==> config.mk <==
export PLATFORM = sky130hd
export DESIGN_NAME = tlv_irq_ctrl
export DESIGN_NICKNAME = d
export VERILOG_FILES = /design/src/design/tlv_pkg.sv /design/src/design/tlv_irq_ctrl.sv
export SDC_FILE = /design/constraint.sdc
export NUM_CORES = 1
export LEC_CHECK = 0
export BUFFER_PORTS_ARGS = -buffer_cell sky130_fd_sc_hd__buf_4
export CORE_MARGIN = 10
export CORE_UTILIZATION = 40
export DETAILED_ROUTE_END_ITERATION = 7
export PLACE_DENSITY = 0.71
export SYNTH_ARGS = -nofsm -noshare
export SYNTH_HDL_FRONTEND = slang
export SYNTH_SLANG_ARGS = --single-unit
==> constraint.sdc <==
create_clock -name i_core_clk -period 3.2 [get_ports i_core_clk]
set_input_delay 0.32 -clock i_core_clk [delete_from_list [all_inputs] [get_ports i_core_clk]]
set_output_delay 0.32 -clock i_core_clk [all_outputs]
set_load 0.01 [all_outputs]
==> src/design/tlv_pkg.sv <==
package tlv_pkg;

  localparam int unsigned AW     = 8;
  localparam int unsigned DW     = 8;
  localparam int unsigned NSRC   = 10;
  localparam int unsigned SRC_W  = 4;
  localparam int unsigned NPIN   = 5;

  // register offsets
  localparam logic [AW-1:0] OFS_TIMER_AND_EXT_IRQ_CONTROL = 8'h88;
  localparam logic [AW-1:0] OFS_EIF  = 8'h91;
  localparam logic [AW-1:0] OFS_IE   = 8'ha8;
  localparam logic [AW-1:0] OFS_IP   = 8'hb8;
  localparam logic [AW-1:0] OFS_EIE  = 8'he8;
  localparam logic [AW-1:0] OFS_AUX  = 8'hef;
  localparam logic [AW-1:0] OFS_EIP  = 8'hf8;

  localparam logic [DW-1:0] RST8     = 8'h00;
  localparam logic [DW-1:0] IE_MASK  = 8'hbf;
  localparam logic [DW-1:0] IP_MASK  = 8'h3f;
  localparam logic [DW-1:0] EXT_MASK = 8'h1b;
  localparam logic [DW-1:0] EIF_MASK = 8'h0b;
  localparam logic [3:0]    AUX_MASK = 4'hf;

  // timer_and_ext_irq_control bits
  localparam int unsigned B_IT0 = 0;
  localparam int unsigned B_IE0 = 1;
  localparam int unsigned B_IT1 = 2;
  localparam int unsigned B_IE1 = 3;
  localparam int unsigned B_TR0 = 4;
  localparam int unsigned B_TF0 = 5;
  localparam int unsigned B_TR1 = 6;
  localparam int unsigned B_TF1 = 7;
  // interrupt_enable global bit
  localparam int unsigned B_GEN = 7;
  // extended enable / priority bits; flag bits for ext2, ext3, netcore only
  localparam int unsigned B_X2  = 0;
  localparam int unsigned B_X3  = 1;
  localparam int unsigned B_NET = 3;
  localparam int unsigned B_WD  = 4;
  // aux flag register bits
  localparam int unsigned B_T2  = 0;
  localparam int unsigned B_TX  = 1;
  localparam int unsigned B_RX  = 2;
  localparam int unsigned B_WDF = 3;

  // pin index inside the synchroniser vector
  localparam int unsigned P_X0  = 0;
  localparam int unsigned P_X1  = 1;
  localparam int unsigned P_X2  = 2;
  localparam int unsigned P_X3  = 3;
  localparam int unsigned P_NET = 4;

  // source index = natural priority order, 0 is served first
  localparam int unsigned S_X0  = 0;
  localparam int unsigned S_T0  = 1;
  localparam int unsigned S_X1  = 2;
  localparam int unsigned S_T1  = 3;
  localparam int unsigned S_UA  = 4;
  localparam int unsigned S_T2  = 5;
  localparam int unsigned S_X2  = 6;
  localparam int unsigned S_X3  = 7;
  localparam int unsigned S_NET = 8;
  localparam int unsigned S_WD  = 9;

  localparam logic [7:0] VEC_X0  = 8'h03;
  localparam logic [7:0] VEC_T0  = 8'h0b;
  localparam logic [7:0] VEC_X1  = 8'h13;
  localparam logic [7:0] VEC_T1  = 8'h1b;
  localparam logic [7:0] VEC_UA  = 8'h23;
  localparam logic [7:0] VEC_T2  = 8'h2b;
  localparam logic [7:0] VEC_X2  = 8'h43;
  localparam logic [7:0] VEC_X3  = 8'h4b;
  localparam logic [7:0] VEC_NET = 8'h5b;
  localparam logic [7:0] VEC_WD  = 8'h63;

  typedef struct packed {
    logic [AW-1:0] addr;
    logic [DW-1:0] wdata;
    logic          wr;
    logic          rd;
  } tlv_bus_t;

  typedef struct packed {
    logic timer0_ovf;
    logic timer1_ovf;
    logic timer2;
    logic uart_tx;
    logic uart_rx;
    logic wdog;
  } tlv_hw_evt_t;

  typedef struct packed {
    logic       req;
    logic [7:0] vector;
  } tlv_irq_t;

  typedef struct packed {
    logic             found;
    logic [SRC_W-1:0] idx;
  } tlv_pick_t;

  typedef struct packed {
    logic [NPIN-1:0]  s1;
    logic [NPIN-1:0]  s2;
    logic [NPIN-1:0]  s3;
    logic [NPIN-1:0]  filt;
    logic [DW-1:0]    timer_and_ext_irq_control;
    logic [DW-1:0]    ie;
    logic [DW-1:0]    ip;
    logic [DW-1:0]    extended_irq_enable;
    logic [DW-1:0]    extended_irq_priority;
    logic [DW-1:0]    extended_irq_flags;
    logic [3:0]       aux;
    logic             in_hi;
    logic             in_lo;
    logic             src_hi;
    logic [SRC_W-1:0] src;
    tlv_irq_t         irq;
    logic [DW-1:0]    rdata;
  } tlv_state_t;

  // pins idle high, so the synchronisers start high to avoid a false edge
  localparam tlv_state_t STATE_RST = '{
    s1: '1, s2: '1, s3: '1, filt: '1, default: '0};

endpackage

==> src/design/tlv_irq_ctrl.sv <==
// Notes on behaviour
// - two priority levels; each source placed by its priority bit
// - ext inputs 2, 3 and netcore request on falling edge
// - all request inputs sampled on rising system clock edge
// - ext0 level or falling edge, vector 0x03, order 1, hw clear
// - timer0 overflow, vector 0x0B, order 2, hw clear
// - ext1 level or falling edge, vector 0x13, order 3, hw clear
// - timer1 overflow, vector 0x1B, order 4, hw clear
// - uart tx or rx flag, vector 0x23, order 5, software clears
// - timer2 vector 0x2B, order 6, software clears flag
// - ext2 vector 0x43 order 7, ext3 0x4B order 8, software clears
// - netcore vector 0x5B order 10; input 4 reserved, no vector
// - watchdog vector 0x63, order 11, software clears flag
// - each source gated by its own enable bit
// - global enable bit 7 blocks all; per-source enables bits 0..5
// - software writes set or clear flags like hardware events
// - level mode ext0/1 flag follows pin, writes do not hold
// - trigger select 0 is low level, 1 is falling edge
// - edge-mode ext0, ext1 and timer0, timer1 flags cleared when service begins
// - priority bit 1 is high group, 0 is low group
// - extended enables: ext2 b0, ext3 b1, netcore b3, watchdog b4
// - extended priority bits at the extended enable positions
`timescale 1ns/1ps
`default_nettype none

module tlv_irq_ctrl (
  input  wire logic                i_core_clk,
  input  wire logic                i_srst,
  input  wire tlv_pkg::tlv_bus_t   i_bus,
  output logic [tlv_pkg::DW-1:0]   o_rdata,
  input  wire logic                i_ext_request0_pin_n,
  input  wire logic                i_ext_request1_pin_n,
  input  wire logic                i_ext_request2_pin_n,
  input  wire logic                i_ext_request3_pin_n,
  input  wire logic                i_netcore_request_n,
  input  wire tlv_pkg::tlv_hw_evt_t i_hw_evt,
  input  wire logic                i_irq_ack,
  input  wire logic                i_irq_return,
  output tlv_pkg::tlv_irq_t        o_irq,
  output logic                     o_timer0_run,
  output logic                     o_timer1_run
);

  tlv_pkg::tlv_state_t            state_ff;
  tlv_pkg::tlv_state_t            nxt_state;
  logic [tlv_pkg::NPIN-1:0]       pins;
  logic [tlv_pkg::NPIN-1:0]       stable;
  logic [tlv_pkg::NPIN-1:0]       fall;
  logic [tlv_pkg::NSRC-1:0]       clr;
  logic [tlv_pkg::NSRC-1:0]       pend;
  logic [tlv_pkg::NSRC-1:0]       prio;
  logic                           ack;
  tlv_pkg::tlv_pick_t             pick_hi;
  tlv_pkg::tlv_pick_t             pick_lo;

  function automatic tlv_pkg::tlv_pick_t first_idx(
    input logic [tlv_pkg::NSRC-1:0] v
  );
    tlv_pkg::tlv_pick_t r;
    r = '0;
    for (int i = tlv_pkg::NSRC - 1; i >= 0; i--) begin
      if (v[i]) begin
        r.found = 1'b1;
        r.idx   = tlv_pkg::SRC_W'(i);
      end
    end
    return r;
  endfunction

  function automatic logic [7:0] vec_of(
    input logic [tlv_pkg::SRC_W-1:0] idx
  );
    logic [7:0] v;
    case (idx)
      tlv_pkg::SRC_W'(tlv_pkg::S_X0):  v = tlv_pkg::VEC_X0;
      tlv_pkg::SRC_W'(tlv_pkg::S_T0):  v = tlv_pkg::VEC_T0;
      tlv_pkg::SRC_W'(tlv_pkg::S_X1):  v = tlv_pkg::VEC_X1;
      tlv_pkg::SRC_W'(tlv_pkg::S_T1):  v = tlv_pkg::VEC_T1;
      tlv_pkg::SRC_W'(tlv_pkg::S_UA):  v = tlv_pkg::VEC_UA;
      tlv_pkg::SRC_W'(tlv_pkg::S_T2):  v = tlv_pkg::VEC_T2;
      tlv_pkg::SRC_W'(tlv_pkg::S_X2):  v = tlv_pkg::VEC_X2;
      tlv_pkg::SRC_W'(tlv_pkg::S_X3):  v = tlv_pkg::VEC_X3;
      tlv_pkg::SRC_W'(tlv_pkg::S_NET): v = tlv_pkg::VEC_NET;
      tlv_pkg::SRC_W'(tlv_pkg::S_WD):  v = tlv_pkg::VEC_WD;
      default:                         v = 8'h00;
    endcase
    return v;
  endfunction

  assign pins = {i_netcore_request_n, i_ext_request3_pin_n,
                 i_ext_request2_pin_n, i_ext_request1_pin_n,
                 i_ext_request0_pin_n};

  always_comb begin
    nxt_state = state_ff;

    // three-stage sampler; a pin change counts once stages 2 and 3 agree
    nxt_state.s1 = pins;
    nxt_state.s2 = state_ff.s1;
    nxt_state.s3 = state_ff.s2;
    stable = ~(state_ff.s2 ^ state_ff.s3);
    nxt_state.filt = (state_ff.filt & ~stable) | (state_ff.s2 & stable);
    fall = state_ff.filt & stable & ~state_ff.s2;

    // service start clears only the hardware-cleared flags
    ack = i_irq_ack & state_ff.irq.req;
    clr = ack ? (tlv_pkg::NSRC'(1) << state_ff.src) : '0;

    // timer_and_ext_irq_control
    if (i_bus.wr && i_bus.addr == tlv_pkg::OFS_TIMER_AND_EXT_IRQ_CONTROL) begin
      nxt_state.timer_and_ext_irq_control = i_bus.wdata;
    end
    // set wins over any clear in the same cycle
    nxt_state.timer_and_ext_irq_control[tlv_pkg::B_TF0] =
      (nxt_state.timer_and_ext_irq_control[tlv_pkg::B_TF0] & ~clr[tlv_pkg::S_T0])
      | i_hw_evt.timer0_ovf;
    nxt_state.timer_and_ext_irq_control[tlv_pkg::B_TF1] =
      (nxt_state.timer_and_ext_irq_control[tlv_pkg::B_TF1] & ~clr[tlv_pkg::S_T1])
      | i_hw_evt.timer1_ovf;
    if (nxt_state.timer_and_ext_irq_control[tlv_pkg::B_IT0]) begin
      nxt_state.timer_and_ext_irq_control[tlv_pkg::B_IE0] =
        (nxt_state.timer_and_ext_irq_control[tlv_pkg::B_IE0] & ~clr[tlv_pkg::S_X0])
        | fall[tlv_pkg::P_X0];
    end else begin
      // level mode: the flag mirrors the pin, a write cannot hold it
      nxt_state.timer_and_ext_irq_control[tlv_pkg::B_IE0] = ~state_ff.filt[tlv_pkg::P_X0];
    end
    if (nxt_state.timer_and_ext_irq_control[tlv_pkg::B_IT1]) begin
      nxt_state.timer_and_ext_irq_control[tlv_pkg::B_IE1] =
        (nxt_state.timer_and_ext_irq_control[tlv_pkg::B_IE1] & ~clr[tlv_pkg::S_X1])
        | fall[tlv_pkg::P_X1];
    end else begin
      nxt_state.timer_and_ext_irq_control[tlv_pkg::B_IE1] = ~state_ff.filt[tlv_pkg::P_X1];
    end

    // enables and priorities; unimplemented bits stay zero
    if (i_bus.wr && i_bus.addr == tlv_pkg::OFS_IE) begin
      nxt_state.ie = i_bus.wdata & tlv_pkg::IE_MASK;
    end
    if (i_bus.wr && i_bus.addr == tlv_pkg::OFS_IP) begin
      nxt_state.ip = i_bus.wdata & tlv_pkg::IP_MASK;
    end
    if (i_bus.wr && i_bus.addr == tlv_pkg::OFS_EIE) begin
      // reserved input 4 enable is forced to zero
      nxt_state.extended_irq_enable = i_bus.wdata & tlv_pkg::EXT_MASK;
    end
    if (i_bus.wr && i_bus.addr == tlv_pkg::OFS_EIP) begin
      nxt_state.extended_irq_priority = i_bus.wdata & tlv_pkg::EXT_MASK;
    end

    // software-cleared flags: only a write clears, events always set
    if (i_bus.wr && i_bus.addr == tlv_pkg::OFS_EIF) begin
      nxt_state.extended_irq_flags = i_bus.wdata & tlv_pkg::EIF_MASK;
    end
    nxt_state.extended_irq_flags[tlv_pkg::B_X2]  = nxt_state.extended_irq_flags[tlv_pkg::B_X2]
                                    | fall[tlv_pkg::P_X2];
    nxt_state.extended_irq_flags[tlv_pkg::B_X3]  = nxt_state.extended_irq_flags[tlv_pkg::B_X3]
                                    | fall[tlv_pkg::P_X3];
    nxt_state.extended_irq_flags[tlv_pkg::B_NET] = nxt_state.extended_irq_flags[tlv_pkg::B_NET]
                                    | fall[tlv_pkg::P_NET];

    if (i_bus.wr && i_bus.addr == tlv_pkg::OFS_AUX) begin
      nxt_state.aux = i_bus.wdata[3:0] & tlv_pkg::AUX_MASK;
    end
    nxt_state.aux[tlv_pkg::B_T2]  = nxt_state.aux[tlv_pkg::B_T2]
                                    | i_hw_evt.timer2;
    nxt_state.aux[tlv_pkg::B_TX]  = nxt_state.aux[tlv_pkg::B_TX]
                                    | i_hw_evt.uart_tx;
    nxt_state.aux[tlv_pkg::B_RX]  = nxt_state.aux[tlv_pkg::B_RX]
                                    | i_hw_evt.uart_rx;
    nxt_state.aux[tlv_pkg::B_WDF] = nxt_state.aux[tlv_pkg::B_WDF]
                                    | i_hw_evt.wdog;

    // in-service levels: return closes the highest open level first
    if (i_irq_return) begin
      if (state_ff.in_hi) begin
        nxt_state.in_hi = 1'b0;
      end else begin
        nxt_state.in_lo = 1'b0;
      end
    end
    if (ack) begin
      if (state_ff.src_hi) begin
        nxt_state.in_hi = 1'b1;
      end else begin
        nxt_state.in_lo = 1'b1;
      end
    end

    // arbitrate on next-state values so the request drops with the ack
    pend = '0;
    pend[tlv_pkg::S_X0]  = nxt_state.timer_and_ext_irq_control[tlv_pkg::B_IE0]
                           & nxt_state.ie[tlv_pkg::S_X0];
    pend[tlv_pkg::S_T0]  = nxt_state.timer_and_ext_irq_control[tlv_pkg::B_TF0]
                           & nxt_state.ie[tlv_pkg::S_T0];
    pend[tlv_pkg::S_X1]  = nxt_state.timer_and_ext_irq_control[tlv_pkg::B_IE1]
                           & nxt_state.ie[tlv_pkg::S_X1];
    pend[tlv_pkg::S_T1]  = nxt_state.timer_and_ext_irq_control[tlv_pkg::B_TF1]
                           & nxt_state.ie[tlv_pkg::S_T1];
    pend[tlv_pkg::S_UA]  = (nxt_state.aux[tlv_pkg::B_TX]
                           | nxt_state.aux[tlv_pkg::B_RX])
                           & nxt_state.ie[tlv_pkg::S_UA];
    pend[tlv_pkg::S_T2]  = nxt_state.aux[tlv_pkg::B_T2]
                           & nxt_state.ie[tlv_pkg::S_T2];
    pend[tlv_pkg::S_X2]  = nxt_state.extended_irq_flags[tlv_pkg::B_X2]
                           & nxt_state.extended_irq_enable[tlv_pkg::B_X2];
    pend[tlv_pkg::S_X3]  = nxt_state.extended_irq_flags[tlv_pkg::B_X3]
                           & nxt_state.extended_irq_enable[tlv_pkg::B_X3];
    pend[tlv_pkg::S_NET] = nxt_state.extended_irq_flags[tlv_pkg::B_NET]
                           & nxt_state.extended_irq_enable[tlv_pkg::B_NET];
    pend[tlv_pkg::S_WD]  = nxt_state.aux[tlv_pkg::B_WDF]
                           & nxt_state.extended_irq_enable[tlv_pkg::B_WD];
    pend = pend & {tlv_pkg::NSRC{nxt_state.ie[tlv_pkg::B_GEN]}};

    prio = {nxt_state.extended_irq_priority[tlv_pkg::B_WD], nxt_state.extended_irq_priority[tlv_pkg::B_NET],
            nxt_state.extended_irq_priority[tlv_pkg::B_X3], nxt_state.extended_irq_priority[tlv_pkg::B_X2],
            nxt_state.ip[5:0]};
    pick_hi = first_idx(pend & prio);
    pick_lo = first_idx(pend & ~prio);

    nxt_state.irq.req = 1'b0;
    if (pick_hi.found && !nxt_state.in_hi) begin
      nxt_state.irq.req = 1'b1;
      nxt_state.src     = pick_hi.idx;
      nxt_state.src_hi  = 1'b1;
    end else if (pick_lo.found && !nxt_state.in_hi && !nxt_state.in_lo) begin
      nxt_state.irq.req = 1'b1;
      nxt_state.src     = pick_lo.idx;
      nxt_state.src_hi  = 1'b0;
    end
    nxt_state.irq.vector = nxt_state.irq.req ? vec_of(nxt_state.src)
                                             : 8'h00;

    // read data stands only in the cycle after the strobe
    nxt_state.rdata = tlv_pkg::RST8;
    if (i_bus.rd) begin
      case (i_bus.addr)
        tlv_pkg::OFS_TIMER_AND_EXT_IRQ_CONTROL: nxt_state.rdata = state_ff.timer_and_ext_irq_control;
        tlv_pkg::OFS_EIF:  nxt_state.rdata = state_ff.extended_irq_flags;
        tlv_pkg::OFS_IE:   nxt_state.rdata = state_ff.ie;
        tlv_pkg::OFS_IP:   nxt_state.rdata = state_ff.ip;
        tlv_pkg::OFS_EIE:  nxt_state.rdata = state_ff.extended_irq_enable;
        tlv_pkg::OFS_EIP:  nxt_state.rdata = state_ff.extended_irq_priority;
        tlv_pkg::OFS_AUX:  nxt_state.rdata = {4'h0, state_ff.aux};
        default:           nxt_state.rdata = tlv_pkg::RST8;
      endcase
    end
  end

  always_ff @(posedge i_core_clk) begin
    if (i_srst) begin
      state_ff <= tlv_pkg::STATE_RST;
    end else begin
      state_ff <= nxt_state;
    end
  end

  assign o_rdata      = state_ff.rdata;
  assign o_irq        = state_ff.irq;
  assign o_timer0_run = state_ff.timer_and_ext_irq_control[tlv_pkg::B_TR0];
  assign o_timer1_run = state_ff.timer_and_ext_irq_control[tlv_pkg::B_TR1];

endmodule

`default_nettype wire

==> flow_metrics.py, run 1 <==
metrics = {
    "cells_and_area": {
        "drive_gt1_frac": 0.3296,
        "postLayoutCoreUtil": 0.5179,
        "fillers": 957,
        "area_delta_synth_final_pct": 26.20,
        "final_cell_count_no_fill": 664,
        "n_antenna_cell": 0,
        "fin_nets": 560,
    },
    "cts": {
        "root_buffer": "clkbuf_8",
        "ctsHoldBuffers": 0,
        "clock_sinks": 77,
        "clk_path_buf_depth": 2,
        "clk_pin_slew_worst_paths_ns": 0.08,
        "cts_tree": "built",
        "clock_latency_ns": 0.36,
        "cts_max_level": 3,
        "cts_buffers": 9,
    },
    "place": {
        "port_buffers": 49,
        "dp_hpwl_um": 8785,
        "place_congestion": 0.9240,
        "placedCellCount": 649,
    },
    "synth": {
        "ys_warn_count": 0,
        "synth.top_cell.area_share": 0.3861,
        "synth_edf_count": 0,
        "async_reset_ff_frac": 0,
        "netlist_area_sq_um": 3993,
        "synthFlopType": "dfxtp_1",
        "synth_area_leaders": "dfxtp_1 (39%), mux2i_1 (8.5%), nor2_1 (5.9%)",
        "synth.avg_cell_area_sq_um": 9.053,
        "ys_seq_elements": 77,
        "yosysTopAreaCell": "dfxtp_1",
        "ys_types": 75,
        "synthTopCellsByCount": "dfxtp_1 (77), nor2_1 (63), mux2i_1 (34)",
        "syn_inst": 441,
        "yosysMostFrequentCell": "dfxtp_1",
        "yosysSeqAreaShare": 0.3861,
    },
    "floorplanning": {
        "pin_count": 52,
        "die_x_um": 119.9,
        "coreArea_sq_um": 9729,
        "rows": 36,
        "dieArea_sq_um": 14380,
        "initial_utilization": 0.4104,
        "dieHeight_um": 119.9,
    },
    "worst_setup_path": {
        "required_ns": 3.50,
        "cp-start-kind": "input pin",
        "critPathMaxFanout": 5,
        "cpPeakStageDelay_ns": 0.55,
        "worst_setup_path_end_kind": "flop",
        "crit_path_cell_trace": "buf_4, or3_1, nor3_4, buf_4, mux2_2, or4b_1, nand4bb_1, nor3b_2, a221oi_2, or3_1, o21ai_1, and2_1",
        "cp.arrival_ns": 3.38,
        "crit_type": "in -> reg",
        "critPathSlowestCell": "or4b_1",
    },
    "sta": {
        "hold_ws_ns": 0.1458,
        "slew_viol_final": 0,
        "fin_skew_ns": 0.009714,
        "worstMarginPinSlew_ns": 0.6473,
        "post-route-period-util": 0.9609,
        "hold_violations": 0,
        "setup_viol": 0,
        "max_clock_freq_mhz": 325.2,
        "slew_headroom": 0.5684,
        "layout_min_cycle_time_ns": 3.075,
        "tns_ns": 0,
    },
    "global_route": {
        "grt_antenna_before_repair": 0,
        "grt_pass1_vias": 3596,
        "grt_first_pass_wirelength_um": 18080,
        "grt_usage": 0.1547,
        "overflow": 0,
        "grt_max_degree": 68,
    },
    "drt": {
        "drt_iter0_drc": 327,
        "wl_um": 11450,
        "wl_per_cell_um": 17.24,
        "first_pass_iters": 5,
        "ant_nets": 0,
        "avgViaCountPerCell": 5.527,
        "via_count": 3670,
        "drc": 0,
    },
    "job": {
        "cap_violations": 0,
    },
    "pwr": {
        "power_frac_clock": 0.399,
        "cellLeakagePower_nw": 2.143,
        "switching_share": 0.2429,
        "pwr-share-comb": 0.079,
        "ir_drop_mv": 0.1611,
        "p_int_w": 0.001421,
        "p_sw_w": 0.0004557,
        "pwr-share-seq": 0.522,
        "power_w": 0.001876,
        "power.density_nw_per_um2": 372.4,
    },
    "min_path": {
        "min_path_type": "in -> reg",
    },
    "status": {
        "status": "complete, no violations",
    },
}
per-layer routing:
metal,vias up,GRT usage,share of wire
li1,1784,-,-
met1,1721,0.1935,0.43
met2,141,0.2448,0.46
met3,24,0.03610,0.075
met4,0,0.07692,0.030
met5,-,0,0
per-stage QoR:
stage,instance area [sq um],worst slack (ns)
2_1_floorplan,4001,0.007619
3_3_place_gp,4792,-0.1948
3_5_place_dp,4792,-0.2426
4_1_cts,4990,0.1141
5_1_grt,5039,-0.02517
6_report,5039,0.1250
worst max-delay path, delay by kind of cell:
kind / cells / cell delay (ns)
and+or+nand+nor: 7 / 2.19
muxes: 1 / 0.36
AOI/OAI and AO/OA: 2 / 0.20
buffers and inverters: 2 / 0.30
area by class of cell:
class / count / area, sq um / share of cell area
multi-input cells: 320 / 2262 / 0.4490
flip-flops and latches: 77 / 1541 / 0.3059
repair buffers: 113 / 848.3 / 0.1684
well taps: 133 / 166.4 / 0.03303
clock buffers: 10 / 137.6 / 0.02732
clock inverters: 5 / 60.06 / 0.01192
inverters: 6 / 22.52 / 0.004470
registers in the layout, summed over array words and instances, names as in the netlist, named ones only:
signal,cells
o_irq,6
state_ff,46
nxt_state,10
o_rdata,8
o_timer1_run,1
o_timer0_run,1
worst paths after layout:
check / slack (ns) / startpoint / endpoint / cells after the start
worst max-delay path: 0.12 / i_bus[15] / o_irq[6] / 12
worst min-delay path: 0.15 / i_ext_request3_pin_n / nxt_state[89] / 2
worst max register to register: 0.21 / state_ff[20] / o_irq[6] / 11
worst min register to register: 0.41 / nxt_state[89] / nxt_state[84] / 1
cells by family (layout without fill, tap and decap cells):
logic type      count (synthesis)  in the layout  synth area share
compound gates                 90             90            0.1758
fa+ha+maj                       1              1          0.002507
buf+inv                        45            134           0.06173
flops                          77             77            0.3861
mux                            39             39           0.09934
other cells                     1              2         0.0009392
simple gates                  188            188            0.2736
timing repair:
action                     in CTS  in global routing
resized for setup               0                  9
hold endpoints to repair        0                  0
buffers inserted                0                  0
setup endpoints to repair       0                  5
power groups by stage:
stage / Combinational [W] / Sequential, W / Clock [W]
after floorplan: 0.0000687 / 0.000999 / 0
after global placement: 0.000142 / 0.00100 / 0
final: 0.000148 / 0.000980 / 0.000748
after CTS: 0.000146 / 0.000980 / 0.000762
after global routing: 0.000160 / 0.000982 / 0.000813
after detailed placement: 0.000145 / 0.00100 / 0
layout by cell type (no fill, tap or decap), types with 6 or more instances in the layout:
master / n
nand3_1: 9
mux2i_1: 33
dfxtp_1: 77
nand2_1: 23
clkbuf_8: 10
nand2b_1: 6
or4_1: 8
buf_4: 113
or2_2: 15
nor2b_1: 6
a21oi_1: 21
inv_1: 6
nor2_1: 63
No activity file was read; power rests on OpenSTA's default activity.
==> run 2: changes to the inputs <==
==> constraint.sdc (replaced) <==
create_clock -name i_core_clk -period 2.5 [get_ports i_core_clk]
set_input_delay 0.25 -clock i_core_clk [delete_from_list [all_inputs] [get_ports i_core_clk]]
set_output_delay 0.25 -clock i_core_clk [all_outputs]
set_load 0.01 [all_outputs]
==> run 2 against run 1 <==
Compared with the run above:
- wire length is 13% higher
- cell count is 5.7% higher
- sequential cell count stayed put
- the run now ends with setup timing left
- non-clock buffer count is 37 higher
- combinational power is 59% higher
- global-route usage is 1.8 points higher
- core utilization is 7.9 points higher
- largest power group unchanged
- total power is 31% higher
- clock-buffer cell count stayed put
- clock power is 28% higher
- register-to-register slack worse by 0.52 ns
- critical path depth stayed put
==> flow_metrics.py, run 2 (synthesis gave the netlist of run 1 again) <==
metrics = {
    "floorplanning": {
        "dieHeight_um": 119.9,
        "initial_utilization": 0.4104,
        "dieArea_sq_um": 14380,
        "rows": 36,
        "coreArea_sq_um": 9729,
        "pin_count": 52,
        "die_x_um": 119.9,
    },
    "global_route": {
        "grt_max_degree": 68,
        "grt_usage": 0.1728,
        "grt_antenna_before_repair": 0,
        "grt_pass1_vias": 3944,
        "overflow": 0,
        "grt_first_pass_wirelength_um": 20190,
    },
    "sta": {
        "fin_skew_ns": 0.01631,
        "worstMarginPinSlew_ns": 0.7137,
        "hold_ws_ns": 0.06675,
        "tns_ns": -2.480,
        "rsz0062_at_grt": "yes",
        "max_clock_freq_mhz": 350.9,
        "hold_violations": 0,
        "setup_viol": 11,
        "final.setup.worst_slack_ns": -0.3495,
        "layout_min_cycle_time_ns": 2.849,
        "slew_headroom": 0.5242,
        "slew_viol_final": 0,
        "post-route-period-util": 1.140,
    },
    "cts": {
        "clock_latency_ns": 0.37,
        "cts_buffers": 9,
        "clk_pin_slew_worst_paths_ns": 0.08,
        "cts_max_level": 3,
        "clk_path_buf_depth": 2,
        "clock_sinks": 77,
        "root_buffer": "clkbuf_8",
        "cts_tree": "built",
    },
    "pwr": {
        "pwr-share-comb": 0.096,
        "switching_share": 0.2558,
        "cellLeakagePower_nw": 2.447,
        "pwr-share-seq": 0.512,
        "ir_drop_mv": 0.2888,
        "power_frac_clock": 0.392,
        "p_int_w": 0.001823,
        "power.density_nw_per_um2": 421.5,
        "p_sw_w": 0.0006266,
    },
    "min_path": {
        "min_path_type": "in -> reg",
        "worstHoldStart": "i_ext_request1_pin_n",
    },
    "cells_and_area": {
        "top_register": "state_ff",
        "fin_nets": 597,
        "n_antenna_cell": 0,
        "area_delta_synth_final_pct": 45.53,
        "layout_commonest_cell": "buf_4",
        "drive_gt1_frac": 0.4605,
        "largest_reg_flops": 46,
        "layout_common_cells": "buf_4 (136), dfxtp_1 (75), nor2_1 (59)",
        "postLayoutCoreUtil": 0.5972,
    },
    "worst_setup_path": {
        "cp.arrival_ns": 3.14,
        "required_ns": 2.79,
        "worst_setup_path_end_kind": "flop",
        "cp-start-kind": "input pin",
        "critPathLaunch": "i_bus[15]",
        "timing.rr.start": "state_ff[20]",
        "critPathMaxFanout": 5,
        "crit_type": "in -> reg",
    },
    "drt": {
        "wl_per_cell_um": 18.36,
        "first_pass_iters": 7,
        "via_count": 3919,
        "avgViaCountPerCell": 5.583,
        "wl_um": 12890,
        "drc": 0,
        "drt_iter0_drc": 320,
        "ant_nets": 0,
    },
    "place": {
        "dp_slack_ns": -0.8358,
        "port_buffers": 49,
        "place_congestion": 0.9758,
        "dp_hpwl_um": 8920,
    },
    "status": {
        "violations": "setup timing",
        "status": "finished, violations left",
    },
    "job": {
        "cap_violations": 0,
    },
}
run 2: worst paths after layout:
check | to | slack [ns] | depth (start not counted)
worst max-delay path | o_irq[3] | -0.35 | 12
worst min-delay path | nxt_state[87] | 0.07 | 2
worst max register to register | o_irq[6] | -0.31 | 11
worst min register to register | nxt_state[81] | 0.41 | 1
run 2: timing repair:
action	CTS	global route
setup endpoints to repair	11	11
buffers inserted	11	6
pin swaps	20	14
hold buffers	0	0
gates resized for setup	67	22
hold endpoints to repair	0	0
run 2: per-layer routing:
metal | track usage | up-vias | share of wire
met1 | 0.1992 | 1883 | 0.41
li1 | - | 1859 | -
met2 | 0.2923 | 141 | 0.49
met3 | 0.03938 | 36 | 0.065
met4 | 0.09125 | 0 | 0.040
met5 | 0 | - | 0
run 2: cell type report:
type,count,area (sq um)
multi-input combinational,320,2693
fill,852,3919
clock buffer,10,127.6
inverter,6,22.52
timing repair buffer,150,1195
sequential,77,1544
tap,133,166.4
clock inverter,6,62.56
run 2: per-stage QoR:
stage	instances	power, W	instance area [sq um]
finish	702	0.002449	5811
global route	702	0.002526	5811
CTS	696	0.002438	5653
detailed placement	669	0.001486	5026
global placement	669	0.001483	5026
floorplan	442	0.001371	4098
run 2: critical path, cell delays in order:
cell and delay [ns]:
buf_8 0.10, or3_4 0.39, nor3_4 0.31, mux2_4 0.37, or4b_4 0.55, buf_4 0.15
a221oi_2 0.27, o211ai_1 0.15, nand3b_1 0.15, o2bb2ai_4 0.17, nand3_2 0.15, o21ai_1 0.11
run 2: power by group through the flow:
stage	sequential (W)	combinational [W]	clock (W)
2_1_floorplan	0.00128	0.0000914	0
3_3_place_gp	0.00128	0.000201	0
3_5_place_dp	0.00128	0.000204	0
4_1_cts	0.00125	0.000225	0.000960
5_1_grt	0.00126	0.000251	0.00102
6_report	0.00125	0.000235	0.000961
==> run 3: changes to the inputs <==
--- a/config.mk
+++ b/config.mk
@@ -7,9 +7,9 @@
 export LEC_CHECK = 0
 export BUFFER_PORTS_ARGS = -buffer_cell sky130_fd_sc_hd__buf_4
 export CORE_MARGIN = 10
-export CORE_UTILIZATION = 40
+export CORE_UTILIZATION = 52
 export DETAILED_ROUTE_END_ITERATION = 7
-export PLACE_DENSITY = 0.71
+export PLACE_DENSITY = 0.86
 export SYNTH_ARGS = -nofsm -noshare
 export SYNTH_HDL_FRONTEND = slang
 export SYNTH_SLANG_ARGS = --single-unit
==> run 3 against run 2 <==
Compared with the run above:
- the run still ends with setup timing left
- fmax down 1.1%
- sequential power about the same
- combinational power up 3%
- sequential cell count unchanged
- core utilization up 20 points
- highest routed layer unchanged
- critical endpoint is now o_irq[1]
- sequential share of layout area down 0.23 points
==> flow_metrics.py, run 3 (synthesis gave the netlist of run 1 again) <==
metrics = {
    "drt": {
        "avgViaCountPerCell": 6.057,
        "wl_um": 13650,
        "drc": 0,
        "drt_iter0_drc": 349,
        "wl_per_cell_um": 19.89,
        "first_pass_iters": 6,
        "via_count": 4155,
        "ant_nets": 0,
    },
    "pwr": {
        "pwr-share-comb": 0.101,
        "power_frac_clock": 0.373,
        "p_int_w": 0.001756,
        "cellLeakagePower_nw": 2.509,
        "p_sw_w": 0.0006295,
        "power.density_nw_per_um2": 407.0,
        "ir_drop_mv": 0.3226,
        "switching_share": 0.2639,
        "pwr-share-seq": 0.526,
    },
    "cts": {
        "clk_pin_slew_worst_paths_ns": 0.09,
        "clock_latency_ns": 0.36,
        "clk_path_buf_depth": 2,
        "cts_buffers": 9,
        "ctsHoldBuffers": 0,
        "cts_tree": "built",
        "cts_max_level": 3,
        "root_buffer": "clkbuf_8",
        "clock_sinks": 77,
    },
    "floorplanning": {
        "die_x_um": 107.6,
        "coreArea_sq_um": 7370,
        "dieArea_sq_um": 11580,
        "dieHeight_um": 107.6,
        "pin_count": 52,
        "initial_utilization": 0.5418,
        "rows": 31,
    },
    "status": {
        "status": "finished, violations left",
        "violations": "setup timing",
    },
    "cells_and_area": {
        "fillers": 475,
        "layout_common_cells": "buf_4 (153), dfxtp_1 (75), nor2_1 (63)",
        "area_delta_synth_final_pct": 46.79,
        "drive_gt1_frac": 0.4668,
        "largest_reg_flops": 46,
        "final_cell_count_no_fill": 686,
        "fin_nets": 615,
        "n_antenna_cell": 0,
        "postLayoutCoreUtil": 0.7952,
        "top_register": "state_ff",
        "layout_commonest_cell": "buf_4",
    },
    "worst_setup_path": {
        "crit_type": "in -> reg",
        "timing.rr.start": "state_ff[19]",
        "cp-start-kind": "input pin",
        "critPathMaxFanout": 5,
        "critPathLaunch": "i_bus[12]",
        "required_ns": 2.77,
        "worst_setup_path_end_kind": "flop",
        "cp.arrival_ns": 3.15,
    },
    "global_route": {
        "grt_max_degree": 68,
        "grt_first_pass_wirelength_um": 21020,
        "grt_pass1_vias": 4058,
        "grt_usage": 0.2281,
        "overflow": 0,
        "grt_antenna_before_repair": 0,
    },
    "sta": {
        "worstMarginPinSlew_ns": 0.6937,
        "max_clock_freq_mhz": 346.9,
        "post-route-period-util": 1.153,
        "slew_viol_final": 0,
        "final.setup.worst_slack_ns": -0.3824,
        "layout_min_cycle_time_ns": 2.882,
        "slew_headroom": 0.5375,
        "setup_viol": 11,
        "hold_violations": 0,
        "rsz0062_at_grt": "yes",
        "fin_skew_ns": 0.01140,
        "hold_ws_ns": 0.06980,
    },
    "min_path": {
        "worstHoldStart": "i_ext_request3_pin_n",
        "min_path_type": "in -> reg",
    },
    "place": {
        "port_buffers": 49,
        "dp_hpwl_um": 9267,
        "dp_slack_ns": -0.7917,
        "placedCellCount": 649,
        "place_congestion": 0.9630,
    },
    "job": {
        "cap_violations": 0,
    },
}
run 3: critical path, cell delays in order:
cell and delay (ns):
buf_4 0.13, or4_4 0.55, buf_4 0.17, o31ai_2 0.28, nand3_1 0.21, o211ai_1 0.24, o2111ai_4 0.20, buf_4 0.19
o31ai_4 0.29, buf_6 0.16, a21oi_4 0.06, buf_4 0.18, buf_6 0.10, buf_4 0.12
run 3: power groups by stage:
| stage | Combinational [W] | Clock [W] | Sequential, W |
|---|---|---|---|
| floorplan | 0.0000914 | 0 | 0.00128 |
| global placement | 0.000208 | 0 | 0.00128 |
| detailed placement | 0.000213 | 0 | 0.00128 |
| CTS | 0.000234 | 0.000895 | 0.00125 |
| global route | 0.000255 | 0.000946 | 0.00126 |
| finish | 0.000241 | 0.000891 | 0.00125 |
run 3: per-layer routing:
metal | routed length [um] | up-vias | GRT usage | part of all wire
met5 | 0 | - | 0 | 0
met4 | 535 | 0 | 0.1116 | 0.039
met1 | 5360 | 1995 | 0.2697 | 0.39
met3 | 1138 | 40 | 0.05329 | 0.083
met2 | 6611 | 223 | 0.3790 | 0.48
li1 | - | 1897 | - | -
run 3: area by class of cell:
cell class                      instances  area [sq um]  area share
Inverter                                6         22.52    0.003843
Clock buffer                           10         137.6     0.02348
Multi-Input combinational cell        320          2660      0.4539
Sequential cell                        77          1544      0.2634
Timing Repair Buffer                  168          1326      0.2263
Tap cell                               99         123.9     0.02114
Clock inverter                          6         46.29    0.007899
run 3: final timing paths:
check                  end  slack, ns  cells past startpoint
min          nxt_state[89]       0.07                      2
max reg2reg       o_irq[1]      -0.38                     13
min reg2reg  nxt_state[84]       0.41                      1
max               o_irq[1]      -0.38                     14
run 3: timing repair:
item                       in CTS  in global routing
setup endpoints to repair      11                 11
resized for setup              70                  7
setup buffers                  18                  3
hold endpoints to repair        0                  0
pin swaps                      25                  7
run 3: stage by stage:
step	TNS [ns]	area, sq um	total power [W]
5_1_grt	-4.509	5861	0.002457
2_1_floorplan	-2.918	4098	0.001371
3_3_place_gp	-6.770	5089	0.001489
3_5_place_dp	-7.005	5089	0.001495
6_report	-2.994	5861	0.002386
4_1_cts	-1.483	5801	0.002383
